## config.mk

```make
export PLATFORM = sky130hd
export DESIGN_NAME = sdsc_descrambler
export DESIGN_NICKNAME = d
export VERILOG_FILES = /design/src/hdl/sdsc_pkg.sv /design/src/hdl/sdsc_gen_if.sv /design/src/hdl/sdsc_descrambler.sv /design/src/hdl/sdsc_gen.sv
export SDC_FILE = /design/constraint.sdc
export NUM_CORES = 1
export LEC_CHECK = 0
export ABC_AREA = 0
export BUFFER_PORTS_ARGS = -buffer_cell sky130_fd_sc_hd__buf_2
export CORE_MARGIN = 5
export CORE_UTILIZATION = 40
export CTS_BUF_LIST = sky130_fd_sc_hd__clkbuf_8
export DETAILED_ROUTE_END_ITERATION = 6
export PLACE_DENSITY = 0.53
export SLEW_MARGIN = 20
export SYNTH_ARGS = -nofsm -noshare
export SYNTH_HDL_FRONTEND = slang
export SYNTH_SLANG_ARGS = --single-unit
```

## constraint.sdc

```tcl
create_clock -name core_clk_i -period 2.05 [get_ports core_clk_i]
set_clock_uncertainty 0.2 [all_clocks]
set_input_delay 0.205 -clock core_clk_i [delete_from_list [all_inputs] [get_ports core_clk_i]]
set_output_delay 0.205 -clock core_clk_i [all_outputs]
set_load 0.005 [all_outputs]
```

## src/hdl/sdsc_pkg.sv

```systemverilog
package sdsc_pkg;

  // ---------------------------------------------------------------
  // generator geometry
  // ---------------------------------------------------------------
  localparam int unsigned GEN_WIDTH = 31;

  // seed loaded at reset; any non-zero pattern keeps the generator alive
  localparam logic [30:0] GEN_SEED = 31'h0000_0001;

  // feedback taps of the recursive generator (x^31 + x^28 + 1)
  localparam logic [30:0] GEN_FEEDBACK = 31'h4800_0000;

  // feed-forward tap mask that yields the 211-sample advanced output
  localparam logic [30:0] GEN_ADV_TAPS = 31'h0000_0001;

  // constant correction vector added to the state on a mismatch while acquiring
  localparam logic [30:0] GEN_CORR_VEC = 31'h0000_0001;

  // ---------------------------------------------------------------
  // cell timing, in bit periods after the first conveyed sample
  // ---------------------------------------------------------------
  localparam int unsigned PHASE_WIDTH = 9;
  localparam logic [8:0] PHASE_CAPTURE = 9'h001;
  localparam logic [8:0] PHASE_HOLD = 9'h0D3;
  localparam logic [8:0] PHASE_SECOND_CMP = 9'h0D4;
  localparam logic [8:0] PHASE_RELOAD = 9'h0D5;

  // ---------------------------------------------------------------
  // sequencer states
  // ---------------------------------------------------------------
  typedef enum logic [0:0] {
    SDSC_WAIT = 1'b0,
    SDSC_HALF = 1'b1
  } sdsc_state_t;

endpackage

```

## src/hdl/sdsc_gen_if.sv

```systemverilog
`timescale 1ns/1ns
interface sdsc_gen_if;
  logic sample;
  logic correct;

  modport ctrl (input sample, output correct);
  modport gen (output sample, input correct);
endinterface

```

## src/hdl/sdsc_descrambler.sv

```systemverilog
`timescale 1ns/1ns
module sdsc_descrambler (
  input wire logic core_clk_i,
  input wire logic reset_i,
  input wire logic rx_bit_i,
  input wire logic rx_valid_i,
  input wire logic hec_pred_i,
  input wire logic hec8_mark_i,
  input wire logic acquire_i,
  output logic data_o,
  output logic data_valid_o,
  output logic cmp_done_o,
  output logic mismatch_o,
  output logic agree_o,
  output logic corrected_o
);

  // ---------------------------------------------------------------
  // generator link
  // ---------------------------------------------------------------
  sdsc_gen_if gen_bus ();

  sdsc_gen u_gen (
    .core_clk_i(core_clk_i),
    .reset_i(reset_i),
    .gen(gen_bus.gen)
  );

  // ---------------------------------------------------------------
  // sequencer state
  // ---------------------------------------------------------------
  sdsc_pkg::sdsc_state_t state_q;
  sdsc_pkg::sdsc_state_t state_d;
  logic [8:0] phase_q;
  logic [8:0] phase_d;

  // ---------------------------------------------------------------
  // single-bit stores
  // ---------------------------------------------------------------
  // upper store holds the conveyed sample, lower store the local one
  logic upper_q;
  logic upper_d;
  logic lower_q;
  logic lower_d;

  // ---------------------------------------------------------------
  // outputs held in flip-flops
  // ---------------------------------------------------------------
  logic data_q;
  logic data_d;
  logic data_valid_q;
  logic data_valid_d;
  logic cmp_done_q;
  logic cmp_done_d;
  logic mismatch_q;
  logic mismatch_d;
  logic agree_q;
  logic agree_d;
  logic corrected_q;
  logic corrected_d;

  // ---------------------------------------------------------------
  // combinational helpers
  // ---------------------------------------------------------------
  logic conveyed;
  logic first_cmp;
  logic second_cmp;
  logic cmp_now;
  logic cmp_diff;

  function automatic logic recover(input logic rx, input logic pred);
    recover = rx ^ pred;
  endfunction

  // ---------------------------------------------------------------
  // half-cell phase decode, shared by the compare and the stores
  // ---------------------------------------------------------------
  function automatic logic at_phase(input sdsc_pkg::sdsc_state_t st, input logic [8:0] ph,
      input logic [8:0] want);
    at_phase = (st == sdsc_pkg::SDSC_HALF) && (ph == want);
  endfunction

  always_comb begin
    conveyed = recover(rx_bit_i, hec_pred_i);
    first_cmp = hec8_mark_i;
    second_cmp = at_phase(state_q, phase_q, sdsc_pkg::PHASE_SECOND_CMP);
    cmp_now = first_cmp || second_cmp;
    // the multiplexer picks the live conveyed sample and the held local sample at t, and the held pair at t+212
    if (first_cmp) begin
      cmp_diff = conveyed ^ lower_q;
    end else begin
      cmp_diff = upper_q ^ lower_q;
    end
  end

  // correction only while acquiring; in sync the compare just checks agreement
  assign gen_bus.correct = cmp_now && cmp_diff && acquire_i;

  // ---------------------------------------------------------------
  // sequencer
  // ---------------------------------------------------------------
  always_comb begin
    state_d = state_q;
    phase_d = phase_q;
    // a fresh mark always restarts the half-cell count
    // marks under 213 bits apart drop the pending second compare; nothing is queued
    if (hec8_mark_i) begin
      state_d = sdsc_pkg::SDSC_HALF;
      phase_d = sdsc_pkg::PHASE_CAPTURE;
    end else begin
      case (state_q)
        sdsc_pkg::SDSC_WAIT: begin
          phase_d = '0;
        end
        sdsc_pkg::SDSC_HALF: begin
          if (phase_q == sdsc_pkg::PHASE_RELOAD) begin
            state_d = sdsc_pkg::SDSC_WAIT;
            phase_d = '0;
          end else begin
            phase_d = phase_q + 9'h001;
          end
        end
        default: begin
          state_d = sdsc_pkg::SDSC_WAIT;
          phase_d = '0;
        end
      endcase
    end
  end

  always_ff @(posedge core_clk_i or posedge reset_i) begin
    if (reset_i) begin
      state_q <= sdsc_pkg::SDSC_WAIT;
      phase_q <= '0;
    end else begin
      state_q <= state_d;
      phase_q <= phase_d;
    end
  end

  // ---------------------------------------------------------------
  // sample stores
  // ---------------------------------------------------------------
  always_comb begin
    upper_d = upper_q;
    lower_d = lower_q;
    if (at_phase(state_q, phase_q, sdsc_pkg::PHASE_CAPTURE)) begin
      // HEC bit 7 sample and matching local sample, frozen for 211 bits
      upper_d = conveyed;
      lower_d = gen_bus.sample;
    end else if (at_phase(state_q, phase_q, sdsc_pkg::PHASE_RELOAD)) begin
      // this local sample lines up with the next cell's HEC bit 8 sample
      lower_d = gen_bus.sample;
    end
  end

  always_ff @(posedge core_clk_i or posedge reset_i) begin
    if (reset_i) begin
      // both stores clear, so the first compare after reset is made against zero
      upper_q <= 1'b0;
      lower_q <= 1'b0;
    end else begin
      upper_q <= upper_d;
      lower_q <= lower_d;
    end
  end

  // ---------------------------------------------------------------
  // payload path and status
  // ---------------------------------------------------------------
  always_comb begin
    // data trails the line by one bit period
    data_d = rx_bit_i ^ gen_bus.sample;
    data_valid_d = rx_valid_i;
    cmp_done_d = cmp_now;
    mismatch_d = cmp_now && cmp_diff;
    // reports the edge that moved the generator, one cycle late
    corrected_d = gen_bus.correct;
    agree_d = agree_q;
    // agreement is sticky between comparisons so users can watch a level
    if (cmp_now) begin
      agree_d = !cmp_diff;
    end
  end

  always_ff @(posedge core_clk_i or posedge reset_i) begin
    if (reset_i) begin
      data_q <= 1'b0;
      data_valid_q <= 1'b0;
      cmp_done_q <= 1'b0;
      mismatch_q <= 1'b0;
      agree_q <= 1'b0;
      corrected_q <= 1'b0;
    end else begin
      data_q <= data_d;
      data_valid_q <= data_valid_d;
      cmp_done_q <= cmp_done_d;
      mismatch_q <= mismatch_d;
      agree_q <= agree_d;
      corrected_q <= corrected_d;
    end
  end

  assign data_o = data_q;
  assign data_valid_o = data_valid_q;
  assign cmp_done_o = cmp_done_q;
  assign mismatch_o = mismatch_q;
  assign agree_o = agree_q;
  assign corrected_o = corrected_q;

endmodule // sdsc_descrambler

```

## src/hdl/sdsc_gen.sv

```systemverilog
`timescale 1ns/1ns
module sdsc_gen (
  input wire logic core_clk_i,
  input wire logic reset_i,
  sdsc_gen_if.gen gen
);

  logic [30:0] state_q;
  logic [30:0] state_d;
  logic fb;

  // ---------------------------------------------------------------
  // recursive generator with advanced feed-forward output
  // ---------------------------------------------------------------
  always_comb begin
    fb = ^(state_q & sdsc_pkg::GEN_FEEDBACK);
    state_d = {state_q[29:0], fb};
    // correction is folded into the next state so the sequence jumps in one bit
    if (gen.correct) begin
      state_d = state_d ^ sdsc_pkg::GEN_CORR_VEC;
    end
  end

  always_ff @(posedge core_clk_i or posedge reset_i) begin
    if (reset_i) begin
      state_q <= sdsc_pkg::GEN_SEED;
    end else begin
      state_q <= state_d;
    end
  end

  assign gen.sample = ^(state_q & sdsc_pkg::GEN_ADV_TAPS);

endmodule // sdsc_gen

```

==> impl_metrics.tcl <==
set metrics [dict create \
    async_flop_share 1.00 \
    grt_pass1_vias 957 \
    finalWeightedCongestion 0.775 \
    ys_seq_elements 49 \
    synth_top_cell_area_share 0.717 \
    cp.arrival_ps 1950 \
    vias_per_cell 4.62 \
    ant_nets 0 \
    grt_pass1_wl_mm 4.49 \
    syn_to_final_growth_pct 17.6 \
    crit_type "reg -> reg" \
    ir_drop_uv 442 \
    crit_family "simple AND/OR/NAND/NOR gates" \
    clk_pin_slew_ps 80 \
    antenna_found_initial 0 \
    layout.cells.non_filler 185 \
    synth-seq-area-share 0.733 \
    critPathMaxFanout 6 \
    worstMarginPinSlew_ps 448 \
    synth.avg_cell_area_sq_um 15.2 \
    cp_num_buf_inv 1 \
    rows 23 \
    drive_above_1_share 0.230 \
    clock_sinks 49 \
    path_cells "inv_1, ha_1, or4b_1, nor4_2, o21ai_1, xnor2_1" \
    diodes 0 \
    cp_slowest_cell "or4b_1" \
    insertion_delay_ps 290 \
    dieArea_sq_um 5580 \
    cts_buffers 5 \
    crit_path_start_kind "register" \
    regToRegEndpoint "u_gen.state_q[0]" \
    clock_path_buffers 2 \
    status "finished, final reports clean" \
    synth_edf_count 0 \
    timing_hold_violations_final 0 \
    powerDensity_nw_per_um2 1060 \
    synth_area_leader_cell "dfrtp_1" \
    grt_max_degree 30 \
    final.setup.worst_slack_ps 105 \
    max_slew_margin 0.701 \
    first_pass_iters 4 \
    crit_end "u_gen.state_q[0]" \
    io_buffers 12 \
    endpoint_kind "register" \
    route.detailed.drc 0 \
    drt-total-wl_mm 2.50 \
    setup_violations 0 \
    crit_path_start "phase_q[0]" \
    worstRegToRegCells 6 \
    tns_ps 0 \
    cap_viol_max_count 0 \
    core_area_sq_um 4030 \
    synth_commonest_cells "dfrtp_1 (48), nor2_1 (10), xor2_1 (8)" \
    p_leak_uw 0.000965 \
    yosysMostFrequentCell "dfrtp_1" \
    holdWs_ps 24.7 \
    cts_tree "done" \
    timing.fmax_mhz 514 \
    vias 854 \
    die_w_um 74.7 \
    gr-usage-all-layers 0.110 \
    grt_overflow 0 \
    initial_core_util 0.416 \
    synth-main-ff-cell "dfrtp_1" \
    netlist_area_sq_um 1670 \
    pin_count 13 \
    max_stage_delay_ps 460 \
    slew_viol_final 0 \
    required_ps 2060 \
    hpwl_mm 1.71 \
    fp.dieH_um 74.7 \
    path_depth 6 \
    dpl_cell_area_sq_um 1820 \
    final_net_count 144 \
    r2r_slack_ps 110 \
    cts_max_level 2 \
    rsz0062_at_grt "no" \
    ys_types 30 \
    yosys-top-cells-area "dfrtp_1 (72%), xor2_1 (4.2%), ha_1 (2.2%), nor2_1 (2.2%), xnor2_1 (2.1%)" \
    min_period_over_period 0.949 \
    netlist_instances 110 \
    hp-class "in -> reg" \
    routedWlPerCell_um 13.5 \
    fill_cells 354 \
    stdcell_area_sq_um 1970 \
    place_inst 173 \
    dp_worst_setup_slack_ps 47.3 \
    drt-initial-drc-count 41 \
    worstReg2RegStart "phase_q[0]" \
    clk_root_buffer_cell "clkbuf_8" \
    post-route-min-period_ps 1940 \
    syn_nets 120 \
    ys_warn_count 0 \
]
-- stage by stage --
step | power (uW) | util
2_1_floorplan | 1370 | -
3_3_place_gp | 1460 | 0.451
3_5_place_dp | 1460 | 0.451
4_1_cts | 2130 | 0.488
5_1_grt | 2220 | 0.489
6_report | 2090 | 0.489
-- repair_timing --
action                                  CTS  global route
resized for setup                         0             2
hold endpoints to repair                 22             0
endpoints found under the setup margin    0             9
hold buffers                              4             0
setup buffers                             0             0
-- per-layer routing --
metal / up-vias / track usage / wire length [um]
met3: 4 / 0.0360 / 111
met1: 427 / 0.143 / 1140
met4: 0 / 0.0474 / 39
met5: - / 0 / 0
li1: 409 / - / -
met2: 14 / 0.170 / 1200
-- cell families after synthesis --
| kind of cell | count (synthesis) | synth area share |
|---|---|---|
| mux | 2 | 0.0127 |
| flops | 49 | 0.733 |
| buf+inv | 6 | 0.0157 |
| fa+ha+maj | 3 | 0.0224 |
| xor+xnor | 12 | 0.0628 |
| simple gates | 30 | 0.105 |
| compound gates | 8 | 0.0486 |
-- power breakdown --
group | internal [uW] | leakage (uW) | switching [uW] | total, uW
Combinational | 105 | 0.000281 | 96.3 | 201
Clock | 357 | 0.0000593 | 291 | 648
Sequential | 1160 | 0.000625 | 80.8 | 1240
Total | 1630 | 0.000965 | 468 | 2090
-- state kept, by name, indices dropped and copies added (netlist names) --
register and count:
u_gen.state_q 31, phase_q 9, agree_o 1, cmp_done_o 1, corrected_o 1, data_o 1
data_valid_o 1, lower_q 1, mismatch_o 1, state_q 1, upper_q 1
-- cell usage in the layout, fill, tap and decap left out, types with 2 or more instances in the layout --
master and instances:
nor2_1 10, nand2b_1 2, buf_2 12, nand4_1 3
inv_1 5, dfrtp_1 47, clkbuf_8 5, nand2_1 3
xor2_1 8, dlygate4sd3_1 4, ha_1 3, nand3_1 2
and3_1 2, xnor2_1 4
-- how the worst min path moves through the flow --
stage / startpoint / to / slack (ps) / cells past startpoint
6_report: hec8_mark_i / state_q / 20 / 2
5_1_grt: hec8_mark_i / state_q / 30 / 2
4_1_cts: hec8_mark_i / state_q / 20 / 2
3_5_place_dp: reset_i / data_valid_o / 40 / 2
3_3_place_gp: reset_i / u_gen.state_q[24] / 30 / 2
2_1_floorplan: rx_valid_i / data_valid_o / 40 / 0
-- layout make-up --
| cell class | count | area, sq um | area share |
|---|---|---|---|
| sequential | 49 | 1230 | 0.624 |
| multi-input combinational | 55 | 423 | 0.215 |
| tap | 50 | 62.6 | 0.0318 |
| clock buffer | 5 | 68.8 | 0.0350 |
| timing repair buffer | 18 | 128 | 0.0648 |
| inverter | 5 | 18.8 | 0.00954 |
| clock inverter | 3 | 38.8 | 0.0197 |
Power figures use the tool's default switching activity.
